==> config.mk <==
export PLATFORM = sky130hd
export DESIGN_NAME = dam_mapper
export DESIGN_NICKNAME = d
export VERILOG_FILES = /design/src/logic/dam_pkg.sv /design/src/logic/dam_mapper.sv
export SDC_FILE = /design/constraint.sdc
export NUM_CORES = 1
export LEC_CHECK = 0
export BUFFER_PORTS_ARGS = -buffer_cell sky130_fd_sc_hd__buf_4
export CORE_UTILIZATION = 62
export DETAILED_ROUTE_END_ITERATION = 8
export PLACE_DENSITY = 0.84
export SLEW_MARGIN = 10
export SYNTH_ARGS = -nofsm -noshare
export SYNTH_HDL_FRONTEND = slang
export SYNTH_SLANG_ARGS = --single-unit
==> constraint.sdc <==
create_clock -name mclk -period 17.82 [get_ports mclk]
set_clock_uncertainty 0.1 [all_clocks]
set_input_delay 3.564 -clock mclk [delete_from_list [all_inputs] [get_ports mclk]]
set_output_delay 3.564 -clock mclk [all_outputs]
set_load 0.01 [all_outputs]
==> src/logic/dam_pkg.sv <==
// shared types and constants of the drive I/O assembly mapper
// assumes one 20 MHz clock; requests and status arrive synchronous to it
//
// Overview of operation
// - six static assemblies: outputs 20, 21, 100; inputs 70, 71, 150
// - output instances readable and writable, input instances read only
// - get-single-attribute 0x0E answered at class and instance level
// - set-single-attribute 0x10 accepted only on output instances, never class level
// - each instance's byte array lives in attribute 3
// - no object-specific services on static assemblies
// - stored parameter picks one of three sets; takes effect after drive reset
// - basic output: run-forward b0.0, fault-reset b0.2, speed reference bytes 2-3
// - extended output adds run-reverse b0.1, network control b0.5, reference b0.6
// - vendor output byte 0 command bits; bytes 0-1 form command word 101
// - vendor output byte 1: jog through command priority
// - vendor output frequency bytes 2-3, command data words bytes 4-5, 6-7
// - basic input: faulted b0.0, running-forward b0.2, actual speed bytes 2-3
// - extended input byte 0 flags, drive state byte 1, speed bytes 2-3
// - vendor input byte 0 status bits; bytes 0-1 form status word 111
// - vendor input byte 1: jog through ready excluding main power off
// - vendor input output frequency bytes 2-3, status data words 4-5, 6-7
// - set to non-settable attribute: service-not-supported, attribute unchanged
package dam_pkg;

    // -------------------------------------------------------------
    // services, instances, attributes
    // -------------------------------------------------------------
    localparam logic [7:0] SVC_GET      = 8'h0E;
    localparam logic [7:0] SVC_SET      = 8'h10;
    localparam logic [7:0] INST_OUT_BAS = 8'h14;  // 20
    localparam logic [7:0] INST_OUT_EXT = 8'h15;  // 21
    localparam logic [7:0] INST_OUT_VND = 8'h64;  // 100
    localparam logic [7:0] INST_IN_BAS  = 8'h46;  // 70
    localparam logic [7:0] INST_IN_EXT  = 8'h47;  // 71
    localparam logic [7:0] INST_IN_VND  = 8'h96;  // 150
    localparam logic [7:0] ATTR_REV     = 8'h01;
    localparam logic [7:0] ATTR_DATA    = 8'h03;
    localparam logic [15:0] CLASS_REV   = 16'h0002;

    // -------------------------------------------------------------
    // answer codes and lengths
    // -------------------------------------------------------------
    localparam logic [7:0] ST_OK        = 8'h00;
    localparam logic [7:0] ST_SVC_NSUP  = 8'h08;
    localparam logic [7:0] ST_ATTR_NSUP = 8'h14;
    localparam logic [7:0] ST_NO_OBJ    = 8'h16;
    localparam logic [3:0] LEN_SHORT    = 4'h4;
    localparam logic [3:0] LEN_LONG     = 4'h8;
    localparam logic [3:0] LEN_REV      = 4'h2;

    // -------------------------------------------------------------
    // assembly sets and output masks of assigned bits
    // -------------------------------------------------------------
    localparam logic [1:0] SET_BASIC    = 2'h0;
    localparam logic [1:0] SET_EXT      = 2'h1;
    localparam logic [1:0] SET_VENDOR   = 2'h2;
    localparam logic [31:0] MASK_BAS    = 32'hFFFF_0005;
    localparam logic [31:0] MASK_EXT    = 32'hFFFF_0067;
    localparam logic [63:0] MASK_VND    = 64'hFFFF_FFFF_FFFF_FFFD;
    localparam int          FIFO_DEPTH  = 8;

    // -------------------------------------------------------------
    // carriers
    // -------------------------------------------------------------
    typedef struct packed {
        logic [7:0]  service;
        logic        class_level;
        logic [7:0]  instance_id;
        logic [7:0]  attribute;
        logic [63:0] data;
    } dam_req_t;

    typedef struct packed {
        logic [7:0]  status;
        logic [3:0]  length;
        logic [63:0] data;
    } dam_rsp_t;

    typedef struct packed {
        logic        run_fwd;
        logic        run_rev;
        logic        fault_reset;
        logic        network_control_select;
        logic        network_reference_select;
        logic [15:0] speed_ref;
        logic        vendor_active;
        logic [15:0] command_word;
        logic [15:0] freq_cmd;
        logic [15:0] command_data_word_a_param;
        logic [15:0] command_data_word_b_param;
    } dam_cmd_t;

    typedef struct packed {
        logic        faulted;
        logic        warning;
        logic        running_fwd;
        logic        running_rev;
        logic        ready;
        logic        ctrl_from_net;
        logic        ref_from_net;
        logic        at_reference;
        logic [7:0]  drive_state;
        logic [15:0] speed_actual;
        logic [15:0] status_word;
        logic [15:0] out_freq;
        logic [15:0] status_data_word_a_param;
        logic [15:0] status_data_word_b_param;
    } dam_sts_t;

    typedef struct packed {
        logic [31:0] out_bas;
        logic [31:0] out_ext;
        logic [63:0] out_vnd;
        logic [1:0]  set_sel;
        logic        loaded;
        logic        rsp_valid;
        dam_rsp_t    rsp;
        logic [63:0] io_in;
        dam_cmd_t    cmd;
    } dam_state_t;

    typedef struct packed {
        logic [2:0] wr;
        logic [2:0] rd;
        logic [3:0] cnt;
    } dam_fifo_state_t;

endpackage

==> src/logic/dam_mapper.sv <==
// drive I/O assembly mapper: explicit get/set, polled output FIFO, input image
// assumes requests, polled data and drive status are synchronous to mclk
`timescale 1ns/100ps

// -----------------------------------------------------------------
// polled output buffer
// -----------------------------------------------------------------
module dam_fifo #(
    parameter int WIDTH = 64,
    parameter int DEPTH = 8
) (
    // clock and reset
    input  wire logic             mclk,
    input  wire logic             rst_n,
    // filling side
    input  wire logic             in_valid,
    output logic                  in_ready,
    input  wire logic [WIDTH-1:0] in_data,
    // draining side
    output logic                  out_valid,
    input  wire logic             out_ready,
    output logic      [WIDTH-1:0] out_data
);
    logic [WIDTH-1:0]       mem [DEPTH];
    dam_pkg::dam_fifo_state_t f_q;
    dam_pkg::dam_fifo_state_t f_d;
    logic                   push;
    logic                   pop;

    assign in_ready  = (f_q.cnt != 4'(DEPTH));
    assign out_valid = (f_q.cnt != 4'h0);
    assign out_data  = mem[f_q.rd];
    assign push      = in_valid && in_ready;
    assign pop       = out_valid && out_ready;

    always_comb
    begin
        f_d = f_q;
        if (push)
        begin
            f_d.wr = f_q.wr + 3'h1;
        end
        if (pop)
        begin
            f_d.rd = f_q.rd + 3'h1;
        end
        f_d.cnt = f_q.cnt + {3'h0, push} - {3'h0, pop};
    end

    always_ff @(posedge mclk or negedge rst_n)
    begin
        if (!rst_n)
        begin
            f_q <= '0;
        end
        else
        begin
            f_q <= f_d;
        end
    end

    // storage has no reset; only written words are ever read
    always_ff @(posedge mclk)
    begin
        if (push)
        begin
            mem[f_q.wr] <= in_data;
        end
    end
endmodule

// -----------------------------------------------------------------
// mapper top
// -----------------------------------------------------------------
module dam_mapper (
    // clock and reset
    input  wire logic            mclk,
    input  wire logic            rst_n,
    // explicit messages
    input  wire logic            req_valid,
    input  wire dam_pkg::dam_req_t req,
    output logic                 rsp_valid,
    output dam_pkg::dam_rsp_t    rsp,
    // polled output data from the master
    input  wire logic            io_out_valid,
    output logic                 io_out_ready,
    input  wire logic [63:0]     io_out_data,
    // polled input image to the master
    output logic [63:0]          io_in_data,
    // drive side
    input  wire logic [1:0]      assembly_set_parameter,
    input  wire logic            drive_reset,
    input  wire dam_pkg::dam_sts_t sts,
    output dam_pkg::dam_cmd_t    cmd,
    output logic [1:0]           active_set
);
    dam_pkg::dam_state_t st_q;
    dam_pkg::dam_state_t st_d;
    logic                fifo_valid;
    logic                fifo_pop;
    logic [63:0]         fifo_data;
    logic [31:0]         img_bas;
    logic [31:0]         img_ext;
    logic [63:0]         img_vnd;
    logic                is_out;
    logic                is_in;
    logic                req_set;

    // explicit set takes the cycle; polled data waits so that no write is lost
    assign req_set  = req_valid && (req.service == dam_pkg::SVC_SET);
    assign fifo_pop = fifo_valid && !req_set;

    dam_fifo #(
        .WIDTH (64),
        .DEPTH (dam_pkg::FIFO_DEPTH)
    ) u_fifo (
        .mclk      (mclk),
        .rst_n     (rst_n),
        .in_valid  (io_out_valid),
        .in_ready  (io_out_ready),
        .in_data   (io_out_data),
        .out_valid (fifo_valid),
        .out_ready (fifo_pop),
        .out_data  (fifo_data)
    );

    // -------------------------------------------------------------
    // input images, unassigned bits zero
    // -------------------------------------------------------------
    assign img_bas = {sts.speed_actual, 8'h00,
                      5'h00, sts.running_fwd, 1'b0, sts.faulted};
    assign img_ext = {sts.speed_actual, sts.drive_state,
                      sts.at_reference, sts.ref_from_net, sts.ctrl_from_net,
                      sts.ready, sts.running_rev, sts.running_fwd,
                      sts.warning, sts.faulted};
    assign img_vnd = {sts.status_data_word_b_param, sts.status_data_word_a_param,
                      sts.out_freq, sts.status_word};

    assign is_out = (req.instance_id == dam_pkg::INST_OUT_BAS)
                 || (req.instance_id == dam_pkg::INST_OUT_EXT)
                 || (req.instance_id == dam_pkg::INST_OUT_VND);
    assign is_in  = (req.instance_id == dam_pkg::INST_IN_BAS)
                 || (req.instance_id == dam_pkg::INST_IN_EXT)
                 || (req.instance_id == dam_pkg::INST_IN_VND);

    // -------------------------------------------------------------
    // next state
    // -------------------------------------------------------------
    always_comb
    begin
        st_d = st_q;
        st_d.rsp_valid = 1'b0;

        // set parameter latched only at power-up or drive reset
        if (!st_q.loaded || drive_reset)
        begin
            st_d.set_sel = assembly_set_parameter;
            st_d.loaded  = 1'b1;
        end

        // polled output data lands in the active output instance
        if (fifo_pop)
        begin
            case (st_q.set_sel)
                dam_pkg::SET_BASIC:  st_d.out_bas = fifo_data[31:0] & dam_pkg::MASK_BAS;
                dam_pkg::SET_EXT:    st_d.out_ext = fifo_data[31:0] & dam_pkg::MASK_EXT;
                dam_pkg::SET_VENDOR: st_d.out_vnd = fifo_data & dam_pkg::MASK_VND;
                default:             st_d.out_bas = st_q.out_bas;
            endcase
        end

        if (req_valid)
        begin
            st_d.rsp_valid = 1'b1;
            st_d.rsp       = '{status: dam_pkg::ST_OK, length: 4'h0, data: 64'h0};
            if (req.service == dam_pkg::SVC_GET)
            begin
                if (req.class_level)
                begin
                    if (req.attribute == dam_pkg::ATTR_REV)
                    begin
                        st_d.rsp.length = dam_pkg::LEN_REV;
                        st_d.rsp.data   = {48'h0, dam_pkg::CLASS_REV};
                    end
                    else
                    begin
                        st_d.rsp.status = dam_pkg::ST_ATTR_NSUP;
                    end
                end
                else if (!(is_out || is_in))
                begin
                    st_d.rsp.status = dam_pkg::ST_NO_OBJ;
                end
                else if (req.attribute != dam_pkg::ATTR_DATA)
                begin
                    st_d.rsp.status = dam_pkg::ST_ATTR_NSUP;
                end
                else
                begin
                    case (req.instance_id)
                        dam_pkg::INST_OUT_BAS: st_d.rsp.data = {32'h0, st_q.out_bas};
                        dam_pkg::INST_OUT_EXT: st_d.rsp.data = {32'h0, st_q.out_ext};
                        dam_pkg::INST_OUT_VND: st_d.rsp.data = st_q.out_vnd;
                        dam_pkg::INST_IN_BAS:  st_d.rsp.data = {32'h0, img_bas};
                        dam_pkg::INST_IN_EXT:  st_d.rsp.data = {32'h0, img_ext};
                        default:               st_d.rsp.data = img_vnd;
                    endcase
                    st_d.rsp.length = ((req.instance_id == dam_pkg::INST_OUT_VND)
                                    || (req.instance_id == dam_pkg::INST_IN_VND))
                                    ? dam_pkg::LEN_LONG : dam_pkg::LEN_SHORT;
                end
            end
            else if (req.service == dam_pkg::SVC_SET)
            begin
                if (req.class_level || is_in)
                begin
                    st_d.rsp.status = dam_pkg::ST_SVC_NSUP;
                end
                else if (!is_out)
                begin
                    st_d.rsp.status = dam_pkg::ST_NO_OBJ;
                end
                else if (req.attribute != dam_pkg::ATTR_DATA)
                begin
                    st_d.rsp.status = dam_pkg::ST_SVC_NSUP;
                end
                else
                begin
                    case (req.instance_id)
                        dam_pkg::INST_OUT_BAS:
                            st_d.out_bas = req.data[31:0] & dam_pkg::MASK_BAS;
                        dam_pkg::INST_OUT_EXT:
                            st_d.out_ext = req.data[31:0] & dam_pkg::MASK_EXT;
                        default:
                            st_d.out_vnd = req.data & dam_pkg::MASK_VND;
                    endcase
                end
            end
            else
            begin
                st_d.rsp.status = dam_pkg::ST_SVC_NSUP;
            end
        end

        // commands follow the active output instance
        st_d.cmd = '0;
        case (st_q.set_sel)
            dam_pkg::SET_BASIC:
            begin
                st_d.cmd.run_fwd     = st_d.out_bas[0];
                st_d.cmd.fault_reset = st_d.out_bas[2];
                st_d.cmd.speed_ref   = st_d.out_bas[31:16];
                st_d.io_in           = {32'h0, img_bas};
            end
            dam_pkg::SET_EXT:
            begin
                st_d.cmd.run_fwd                  = st_d.out_ext[0];
                st_d.cmd.run_rev                  = st_d.out_ext[1];
                st_d.cmd.fault_reset              = st_d.out_ext[2];
                st_d.cmd.network_control_select   = st_d.out_ext[5];
                st_d.cmd.network_reference_select = st_d.out_ext[6];
                st_d.cmd.speed_ref                = st_d.out_ext[31:16];
                st_d.io_in                        = {32'h0, img_ext};
            end
            dam_pkg::SET_VENDOR:
            begin
                // command word bits keep their byte 0 / byte 1 positions
                st_d.cmd.vendor_active             = 1'b1;
                st_d.cmd.command_word              = st_d.out_vnd[15:0];
                st_d.cmd.freq_cmd                  = st_d.out_vnd[31:16];
                st_d.cmd.command_data_word_a_param = st_d.out_vnd[47:32];
                st_d.cmd.command_data_word_b_param = st_d.out_vnd[63:48];
                st_d.io_in                         = img_vnd;
            end
            default:
            begin
                // unknown parameter value: drive sees no command, master reads zero
                st_d.io_in = 64'h0;
            end
        endcase
    end

    always_ff @(posedge mclk or negedge rst_n)
    begin
        if (!rst_n)
        begin
            st_q <= '0;
        end
        else
        begin
            st_q <= st_d;
        end
    end

    assign rsp_valid  = st_q.rsp_valid;
    assign rsp        = st_q.rsp;
    assign io_in_data = st_q.io_in;
    assign cmd        = st_q.cmd;
    assign active_set = st_q.set_sel;

    // -------------------------------------------------------------
    // checks
    // -------------------------------------------------------------
    property p_rsp_follows;
        @(posedge mclk) disable iff (!rst_n)
        req_valid |=> rsp_valid;
    endproperty
    a_rsp_follows: assert property (p_rsp_follows) else $error("no answer to request");

    property p_no_rsp_alone;
        @(posedge mclk) disable iff (!rst_n)
        !req_valid |=> !rsp_valid;
    endproperty
    a_no_rsp_alone: assert property (p_no_rsp_alone) else $error("answer without request");

    property p_set_input_refused;
        @(posedge mclk) disable iff (!rst_n)
        (req_valid && req.service == dam_pkg::SVC_SET && is_in)
            |=> rsp.status == dam_pkg::ST_SVC_NSUP;
    endproperty
    a_set_input_refused: assert property (p_set_input_refused)
        else $error("input set taken");

    property p_class_set_refused;
        @(posedge mclk) disable iff (!rst_n)
        (req_valid && req.service == dam_pkg::SVC_SET && req.class_level)
            |=> rsp.status != dam_pkg::ST_OK;
    endproperty
    a_class_set_refused: assert property (p_class_set_refused) else $error("class set ok");

    property p_other_svc;
        @(posedge mclk) disable iff (!rst_n)
        (req_valid && req.service != dam_pkg::SVC_SET && req.service != dam_pkg::SVC_GET)
            |=> rsp.status == dam_pkg::ST_SVC_NSUP;
    endproperty
    a_other_svc: assert property (p_other_svc) else $error("extra service accepted");

    property p_set_held;
        @(posedge mclk) disable iff (!rst_n)
        st_q.loaded && !drive_reset |=> $stable(st_q.set_sel);
    endproperty
    a_set_held: assert property (p_set_held) else $error("set changed without reset");

    property p_bad_attr_keeps;
        @(posedge mclk) disable iff (!rst_n)
        (req_valid && req.service == dam_pkg::SVC_SET && req.attribute != dam_pkg::ATTR_DATA
            && !fifo_valid) |=> $stable(st_q.out_vnd) && $stable(st_q.out_bas)
            && $stable(st_q.out_ext) && rsp.status != dam_pkg::ST_OK;
    endproperty
    a_bad_attr_keeps: assert property (p_bad_attr_keeps) else $error("bad attribute set");

    property p_reserved_zero;
        @(posedge mclk) disable iff (!rst_n)
        ##1 (st_q.out_bas[15:0] & ~dam_pkg::MASK_BAS[15:0]) == 16'h0
            && st_q.out_vnd[1] == 1'b0;
    endproperty
    a_reserved_zero: assert property (p_reserved_zero) else $error("unassigned bit stored");

    property p_basic_image;
        @(posedge mclk) disable iff (!rst_n)
        st_q.set_sel == dam_pkg::SET_BASIC ##1 st_q.set_sel == dam_pkg::SET_BASIC
            |-> io_in_data[7:0] == {5'h00, $past(sts.running_fwd), 1'b0, $past(sts.faulted)};
    endproperty
    a_basic_image: assert property (p_basic_image) else $error("basic image wrong");

    property p_ext_cmd;
        @(posedge mclk) disable iff (!rst_n)
        st_q.set_sel == dam_pkg::SET_EXT ##1 st_q.set_sel == dam_pkg::SET_EXT
            |-> cmd.run_rev == $past(st_d.out_ext[1]);
    endproperty
    a_ext_cmd: assert property (p_ext_cmd) else $error("run reverse not mapped");
endmodule

Yosys cells after proc, flatten, opt, wreduce, memory -nomap -nowiden

Memory sizes are Yosys's and may differ from the RTL's.
Cells that the tools add are included.

Register bits: 368
RAM bits: 512
Input port bits: 256
Output and inout port bits: 230
Logic and storage cells: 97
Memories kept: 1

Add/sub/neg operators: 4
Eq/ne operators: 13
Multiplexer cells: 38
Reductions and logical operators: 17

Memory list:

| memory     | depth | width | read ports | clocked after Yosys merged registers in | wr ports | line             | source |
|---|---|---|---|---|---|---|---|
| u_fifo.mem | 8     | 64    | 1          | 0                                       | 1        | dam_mapper.sv:24 | `logic [WIDTH-1:0] mem [DEPTH];` |

Operators with widths:

| cell                                                | number |
|---|---|
| 2-to-1 mux 128 bit                                  | 7 |
| case mux 64 bit (5 select lines)                    | 1 |
| 2-to-1 mux 68 bit                                   | 3 |
| case mux 64 bit (3 select lines)                    | 1 |
| 2-to-1 mux 32 bit                                   | 4 |
| 2-to-1 mux 64 bit                                   | 2 |
| 2-to-1 mux 77 bit                                   | 1 |
| 2-to-1 mux 76 bit                                   | 1 |
| 2-to-1 mux 66 bit                                   | 1 |
| 2-to-1 mux 65 bit                                   | 1 |
| case mux 16 bit (2 select lines)                    | 1 |
| 2-to-1 mux 5 bit                                    | 5 |
| equality test 8 x 5 -> 1 bit, second input constant | 3 |
| equality test 8 x 7 -> 1 bit, second input constant | 3 |
| 2-to-1 mux 8 bit                                    | 2 |
| equality test 8 x 1 -> 1 bit, second input constant | 1 |
| equality test 8 x 4 -> 1 bit, second input constant | 1 |
| equality test 8 bit, second input constant          | 1 |
| logical OR 1 bit                                    | 8 |
| 2-to-1 mux 4 bit                                    | 2 |
| != test 8 x 2 -> 1 bit, second input constant       | 1 |
| adder 3 x 1 -> 3 bit, second input constant         | 2 |
| adder 4 x 1 -> 4 bit                                | 1 |
| logical AND 1 bit                                   | 4 |
| other kinds (11)                                    | 15 |

Longest topological paths before layout

Gate-level depths: netlist (run 1).

Word-level depth: 13
Mapped depth: 11
Gate-level depth less buffers: 10

Cells and area by module

A second synthesis (run 1) with hierarchy kept.

Cells, all modules: 2436
Area total of the unflattened synthesis: 36698.9 um2

Modules (own cells, without submodules):

| module     | instances | cells each | area each (um2) | sequential area each (um2) |
|---|---|---|---|---|
| dam_fifo   | 1         | 794        | 19784.0         | 15625.0 |
| dam_mapper | 1         | 1642       | 16915.0         | 8808.4 |

Least setup slack after synthesis (run 1)

No wires, ideal clock.

Path kind: input -> register
Start point: input port io_out_valid
End point: memory u_fifo.mem[0][0], enable pin
Library setup time: 565 ps
Arrival time: 8367 ps
Data required time: 17155 ps
Path slack: 8788 ps
Stages on the path: 4
Buffers on the path: 1
Cells stage by stage: and2_1 > clkbuf_1 > nand2b_1 > nor3_1

Word-level cells in the longest chain between the ends: 3

Ends and longest elaborated chain:

| item                                   | line             | source |
|---|---|---|
| start, declared                        | dam_mapper.sv:85 | `input wire logic io_out_valid,` |
| logical AND 1 bit                      | dam_mapper.sv:33 | `assign push = in_valid && in_ready;` |
| net u_fifo.push                        | dam_mapper.sv:27 | `logic push;` |
| 2-to-1 mux 1 bit                       | dam_mapper.sv:65 | `if (push)` |
| 2-to-1 mux 1 bit (not written as such) | dam_mapper.sv:67 | `mem[f_q.wr] <= in_data;` |
| end, declared                          | dam_mapper.sv:24 |  |

The timed path passes the listed nets, and every way through them passes these cells.

==> results of run 1 <==
area by class of cell:
class                           count  area (um2)
Sequential cell                   874       24400
Clock inverter                     54         643
Antenna cell                       18        45.0
Inverter                           53         199
Fill cell                        3568       15800
Timing Repair Buffer              520        3920
Multi-Input combinational cell   1245        9610
Clock buffer                      105        2290
Tap cell                          765         957
cells in the mapped netlist, types with 7 or more instances:
| master | number |
|---|---|
| edfxtp_1 | 512 |
| dfrtp_1 | 362 |
| buf_4 | 231 |
| nand2_1 | 165 |
| o21ai_0 | 137 |
| a21oi_1 | 118 |
| mux4_2 | 110 |
| mux2i_1 | 109 |
| nor2_1 | 109 |
| clkbuf_1 | 103 |
| and2_1 | 80 |
| o2bb2ai_1 | 65 |
| a22oi_1 | 52 |
| inv_1 | 51 |
| nand3_1 | 48 |
| buf_2 | 40 |
| a221oi_1 | 35 |
| o21ai_1 | 35 |
| and3_1 | 26 |
| a31oi_1 | 24 |
| buf_1 | 16 |
| a22o_1 | 15 |
| o21ai_2 | 10 |
| ha_1 | 8 |
| nand2b_1 | 7 |
worst register-to-register path, cell delays in order, from the launching register on:
cell,delay [ps]
dfrtp_1,840
inv_1,460
nand2_1,760
inv_2,620
o311ai_4,260
buf_4,380
buf_4,790
nor2_1,260
a21oi_1,200
o21ai_1,110
and2_1,190
per-layer routing:
metal / vias to the layer above / global-route usage
met3: 210 / 0.0756
met1: 12000 / 0.505
met4: 8 / 0.150
met5: - / 0
met2: 1670 / 0.550
li1: 9735 / -
power by group through the flow:
| stage | clock network, mW | registers [mW] | logic, mW |
|---|---|---|---|
| 2_1_floorplan | 0 | 2.65 | 1.08 |
| 3_3_place_gp | 0 | 2.77 | 1.51 |
| 3_5_place_dp | 0 | 2.80 | 1.56 |
| 4_1_cts | 1.90 | 2.77 | 1.59 |
| 5_1_grt | 1.98 | 2.80 | 1.70 |
| 6_report | 1.89 | 2.78 | 1.61 |
worst max-delay path by stage:
stage               slack, ps          endpoint          from
global placement        11100           cmd[51]       req[81]
detailed placement      11090           cmd[54]       req[81]
global route            11490            cmd[8]       req[81]
finish                  11620            cmd[0]       req[81]
CTS                     11710            cmd[0]       req[81]
floorplan                8790  u_fifo.mem[0][0]  io_out_valid
cell usage in the layout (no fill, tap or decap), types with 6 or more instances in the layout:
| cell | count |
|---|---|
| buf_4 | 518 |
| edfxtp_1 | 512 |
| dfrtp_1 | 359 |
| nand2_1 | 165 |
| o21ai_0 | 136 |
| a21oi_1 | 118 |
| mux4_2 | 110 |
| mux2i_1 | 109 |
| nor2_1 | 102 |
| clkbuf_16 | 87 |
| and2_1 | 80 |
| o2bb2ai_1 | 65 |
| a22oi_1 | 52 |
| inv_1 | 50 |
| nand3_1 | 47 |
| o21ai_1 | 35 |
| a221oi_1 | 35 |
| and3_1 | 25 |
| a31oi_1 | 24 |
| clkinv_2 | 21 |
| diode_2 | 18 |
| a22o_1 | 15 |
| clkinv_1 | 15 |
| clkbuf_1 | 13 |
| bufinv_16 | 11 |
| o21ai_2 | 10 |
| ha_1 | 8 |
| nand2b_1 | 7 |
| o211ai_1 | 6 |
| a211oi_1 | 6 |
| nor2_4 | 6 |
| conb_1 | 6 |
kinds of logic (layout without fill, tap and decap cells):
family	after synthesis	in the layout	share of synthesized area
other cells	2	24	0.000206
mux	224	224	0.0992
flops	874	874	0.669
simple gates	475	475	0.0631
buf+inv	445	732	0.0712
compound gates	525	525	0.0926
fa+ha+maj	9	9	0.00329
xor+xnor	6	6	0.00144
flip-flops by register name, summed over array words and instances (netlist names):
signal	cells
rsp_valid	1
st_q	129
active_set	2
u_fifo.f_q	10
io_in_data	64
cmd	86
rsp	70
u_fifo.mem	512
through the flow:
| stage | instances | area [um2] | setup WS (ps) | utilization | total power [mW] |
|---|---|---|---|---|---|
| final | 3634 | 42100 | 11620 | 0.727 | 6.28 |
| after global routing | 3631 | 42100 | 11490 | 0.727 | 6.49 |
| after CTS | 3616 | 42100 | 11710 | 0.726 | 6.26 |
| after detailed placement | 3457 | 39100 | 11090 | 0.676 | 4.35 |
| after global placement | 3457 | 39100 | 11100 | 0.676 | 4.29 |
| after floorplan | 2564 | 36500 | 8790 | - | 3.73 |
==> results.txt, run 1 <==
- The run finished with clean final reports.
- Post CTS Setup Buffer Count: 0
- Maximum number of pins on one net before global-route repair: 181
* Critical path data required time: 18260 ps
* Net Switching: around 2.0 mW
- Setup repair after global routing left no endpoint under its margin.
* Clock Tree Buf Depth: 3
- The floorplan step set the die width to between 200 and 250 um.
- Walking the worst path, the cells encountered are buf_4, or4_1, o311ai_4, buf_4, buf_4, nor2_1, a21oi_1, o21ai_1, and2_1.
- Area added between synthesis and finish: 15.3%
* Delay of the slowest critical-path stage: 770 ps
* Number of cells produced by synthesis: roughly 2600
* Fraction of power consumed by combinational cells: 0.256
- Overall via count from detail_route: around 24000
* Proportion of power drawn by the clock network: 0.301
- Accumulated negative setup slack: 0 ps
* Top post-synthesis cells by area: edfxtp_1 (42%), dfrtp_1 (25%), mux4_2 (6.8%)
- Flip-flop and latch count after synthesis: ~900
- Power per unit of standard cell area: between 100 and 150 mW/mm2
- Vias per cell: roughly 6.5
* Buffers plus inverters on the worst setup path: 3
- Number of standard-cell rows in the floorplan: 88
- Dividing the final minimum period by the clock period gives 0.348.
- 486 I/O pins were placed.
* Layout cell share with drive strength beyond 1: 0.282
- Detailed placement finished with a half-perimeter wire length of 68100 um.
- On the final layout, the worst hold slack is 390 ps.
- Post-DR wirelength/cell: ~30 um
* Endpoint of the most critical register-to-register path: cmd[0]
* EDFF count, synth: 512
- Number of clock sinks: 874
- DRT Pass-1 Iters: 6
* Worst reg2reg setup slack: approximately 13000 ps
- Number of nets still failing antenna checks after routing: 0
* Levels on crit path: 9
- Htree depth: 3
- Total Routing Usage GR: 0.359
- Detailed routing placed a total of roughly 50000 um of wire on met2.
- The worst-case IR drop observed on VDD is about 0.10 mV.
* Core outline area: 0.0579 mm2
* Share of total power consumed by net switching: 0.324
* Weighted congestion at the end of routability-driven global placement: slightly below 1
* Initial DRC Count: 2992
- Length of routed wiring on met1: around 41000 um
- Clock-pin transition on the worst setup and hold timing paths: 60 ps
- The die covers approximately 0.06 mm2.
* Number of different library cells in the post-synthesis netlist: 67
- Crit. End Element: flip-flop
- Worst Hold Launch: rsp[20]
- Post-route minimum period: between 6000 and 7000 ps
- Routed wire length: around 110000 um
* Critical path's most frequent cell: buf_4
- Hold Crit Depth: 1
- Across the run, the number of max-cap violations was 0.
* Share of the synthesized area in the top cell type: 0.421
- Internal power: between 4 and 5 mW
* Number of DRC violations after detailed routing: 0
* Number of nets in the layout: between 3000 and 4000
- Worst Tran Pin Value: approximately 1300 ps
- After synthesis, the mean cell area works out to about 14 um2.
* Cells on worst reg2reg path: 10
- The share of the Yosys chip area taken by registers is 0.669.
- Classification of the worst-slack hold path: flip-flop to flip-flop
* Share of power burned in registers: 0.442
* Starting density of the core: 0.631
- The number of hold buffers added after CTS was 0.
- Share of synthesized flip-flops with an asynchronous set or reset: 0.414
- Routed signal wires occupy layers up through met5.
- In this run the worst path has a maximum fanout of 91.
- Most used flip-flop cell after synthesis: edfxtp_1
- Max-slew violations: 0
- At the worst endpoint, the arrival time is between 6000 and 7000 ps.
- The number of antenna violations at the first check in global routing was 23.
- The biggest area contributor in the post-synthesis netlist is edfxtp_1.
- The later pin in the worst-skew pair is clocked with a latency of approximately 650 ps.
* Peak Freq: roughly 0.16 GHz
- During synthesis, Yosys emitted a total of 0 warnings.
- Startpoint Class: input port
* Synthesized cell area: ~0.037 mm2
- Type of the worst setup path: input port to flip-flop
- Vias in the first global route: roughly 23000
* Met3 layer wire length in the routed design: around 12000 um
- Hold Path Sink: rsp[20]
- The cell sitting at the root of the clock tree is a clkbuf_16.
* Grt total ovfl: 0
- Summed over all cells, the static leakage comes to 17.1 nW.
- Beginning of the worst register-to-register path: active_set[0]
* Number of buffers added by the clock tree synthesis step: 86
- Post-CTS repair changed the size of 0 cells.
- Wire length of the first global-routing pass: around 160000 um
* Clock tree from TritonCTS: yes
- Slowest-stage cell, CP: buf_4
* Final Hold Vio Count: 0
- Die span in y: between 200 and 250 um
* Normalized max-slew margin: 0.147
- Number of I/O port buffers: 480
- Final setup violation count: 0
- Broken down by cell family, the worst path's largest delay share belongs to buffers and inverters.
(Power assumes the default switching activity.)
==> inputs of run 2 (changes only) <==
- CORE_UTILIZATION: 62 -> 58
- PLACE_DENSITY: 0.84 -> 0.79
- clock period: 17.82 -> 6.4 ns (I/O delays scaled with it)
==> results.txt, run 2 (same netlist as run 1, synthesis figures left out) <==
* Number of cells in the design after placement: 3532 (+2.2%)
* Final hold slack: 395 ps (+5.40 ps)
- For hold timing, the worst endpoint is rsp[18].
- Layout cell share with drive strength beyond 1: 0.282 (unchanged)
- Leaving out fill and tap cells, the most frequent cells in the layout are buf_4 (518), edfxtp_1 (512), dfrtp_1 (359).
- Maximum number of pins on one net before global-route repair: 184 (+1.7%)
- Overall power consumption: 17.2 mW (+170%)
- Number of clock sinks: 874 (unchanged)
- The first-pass GRT wire length was 148000 um (-5.3%).
- Clock Tree Buf Depth: 3 (unchanged)
- The number of nets in the final layout came to 3048 (+0.099%).
- TritonCTS built the clock tree.
* Accumulated negative setup slack: 0 ps (unchanged)
- The number of top-level pins was 486 (unchanged).
- The worst hold path stage count came to 1 (unchanged).
- The overall die area was 0.0640 mm2 (+6.8%).
- The number of vias per cell after detailed routing came to 6.24 (-4.0%).
- The largest fanout on the critical path came to 46 (-49%).
- MaxCap Viol Count: 0 (unchanged)
- Pre-CTS worst setup slack: 1730 ps (-9360 ps)
- Setup repair after global routing missed its margin: false
* Total Routing Usage GR: 0.316 (-0.0426)
- The number of antenna violations at the first check in global routing is 10 (-57%).
* Peak Freq: 0.247 GHz
- Crit. End Element: flip-flop
- Weighted congestion at the end of routability-driven global placement: 0.997 (+2.6%)
- HPWL reported at the end of detailed placement: 67900 um (-0.30%)
- Routed wire length: 102000 um (-5.6%)
- Number of nets still failing antenna checks after routing: 0 (unchanged)
- Initial DRC Count: 2554 (-15%)
* Cell at the root of the clock tree: clkbuf_16
- Leaving out fill and tap cells, the most frequent cell in the layout is buf_4.
- Area added between synthesis and finish: 15.5%
- Cells on worst reg2reg path: 9 (-1)
- The register with the most flip-flops in the final layout is u_fifo.mem.
- The worst setup path is launched from an input port.
* Type of the worst setup path: input port to flip-flop
* Resized cells post-CTS: 0 (unchanged)
- Overall via count from detail_route: 23100 (-2.3%)
- The maximum vdd ir drop was 0.333 mV (+220%).
* Critical path data required time: 6820 ps (-11440 ps)
* Worst Tran Pin Value: 1210 ps (-54.1 ps)
- The floorplan row count was 91 (+3.4%).
- The leakage power summed over all cells came to 17.1 nW (-0.20%).
- The clock transition time at the flip-flop clock pins of the worst setup and hold paths was 70 ps (about the same).
- Power per unit of standard cell area: 409 mW/mm2 (+170%)
- Clock latency at the later pin of the worst-skew pair: 630 ps (-20 ps)
* Grt total ovfl: 0 (unchanged)
- The critical path arrival is 4470 ps (-2170 ps).
- Normalized max-slew margin: 0.190 (+0.0430)
- Number of buffers added by the clock tree synthesis step: 86 (unchanged)
* Number of DRC violations after detailed routing: 0 (unchanged)
- Beginning of the worst register-to-register path: active_set[0]
- The H-tree depth reported by CTS was 3 (unchanged).
- Width of the die: 253 um (+3.4%)
- The flow ran to the end, and the final reports show no timing, DRC or antenna violations.
* Worst Hold Launch: rsp[18]
- PnR worst setup slack: 2350 ps (-9270 ps)
- The total of endpoints with negative setup slack in the final report was 0 (unchanged).
* Number of hold buffers added after CTS: 0 (unchanged)
* Endpoint of the most critical register-to-register path: cmd[15]
- Vias in the first global route: 22500 (-2.1%)
- The routed wire length per instance is 27.5 um (-7.2%).
- Number of I/O port buffers: 480 (unchanged)
* Final Hold Vio Count: 0 (unchanged)
- The floorplan core area is 0.0619 mm2 (+6.9%).
- The flip-flop count of the largest register, all copies and words added came to 512 (unchanged).
- The min-delay analysis places its worst path in the category flip-flop to flip-flop.
* Non-filler instance count after layout: 3697 (+1.7%)
- The buffers inserted during post-CTS setup optimization was 0 (unchanged).
- Counting I/O delays and the setup requirement, the final critical path takes between 4000 and 5000 ps.
- The vertical extent of the die came to 253 um (+3.4%).
- Worst reg2reg setup slack: 2520 ps (-10230 ps)
- The starting utilization of the core area came to 0.590 (-0.0410).
- The number of pins with negative max-slew slack in the final report is 0 (unchanged).
- DRT Pass-1 Iters: 6 (unchanged)
- Dividing the final minimum period by the clock period gives 0.632.
==> run 2: cell types whose count changed in the layout (fill, tap and decap cells not counted), moves of 3 or more <==
cell / change
clkinv_16: -3
clkinvlp_4: +7
buf_12: +3
clkinv_2: -9
clkbuf_8: -3
clkinvlp_2: +3
diode_2: -9
==> run 2: worst max path at each step <==
stage	from	to	slack, ps
2_1_floorplan	io_out_valid	u_fifo.mem[6][0]	1370
3_3_place_gp	req[72]	cmd[54]	1750
3_5_place_dp	req[72]	cmd[53]	1730
4_1_cts	u_fifo.f_q[6]	cmd[74]	2370
5_1_grt	req[72]	cmd[53]	2280
6_report	req[72]	cmd[53]	2350
==> run 2: through the flow <==
step	util	cell area [um2]
after floorplan	-	36600
after global placement	0.634	39300
after detailed placement	0.634	39300
after CTS	0.681	42200
after global routing	0.681	42200
final	0.681	42200
==> run 2: area by class of cell <==
cell class	count	area, um2
Antenna cell	9	22.5
Clock buffer	103	2240
Clock inverter	53	639
Fill cell	4196	19800
Inverter	53	200
Multi-Input combinational cell	1245	9620
Sequential cell	874	24400
Tap cell	837	1050
Timing Repair Buffer	523	3980
==> run 2: per-layer routing <==
layer	track usage	vias up	wire length (um)
li1	-	9735	-
met1	0.439	11700	39500
met2	0.487	1441	47400
met4	0.128	10	3830
met5	0	-	78
met3	0.0716	199	10900
==> run 2: power breakdown <==
part / switching (mW) / internal (mW) / leakage, nW / total [mW]
registers: 0.660 / 7.00 / 9.39 / 7.66
logic: 2.62 / 1.78 / 6.34 / 4.41
clock network: 2.17 / 3.00 / 1.38 / 5.17
==> run 2: critical path, cell delays in order <==
cell and delay (ps):
buf_4 300, or4bb_1 620, nor3b_2 190, buf_4 360, and3_2 1040, mux2_2 430
and2_1 160
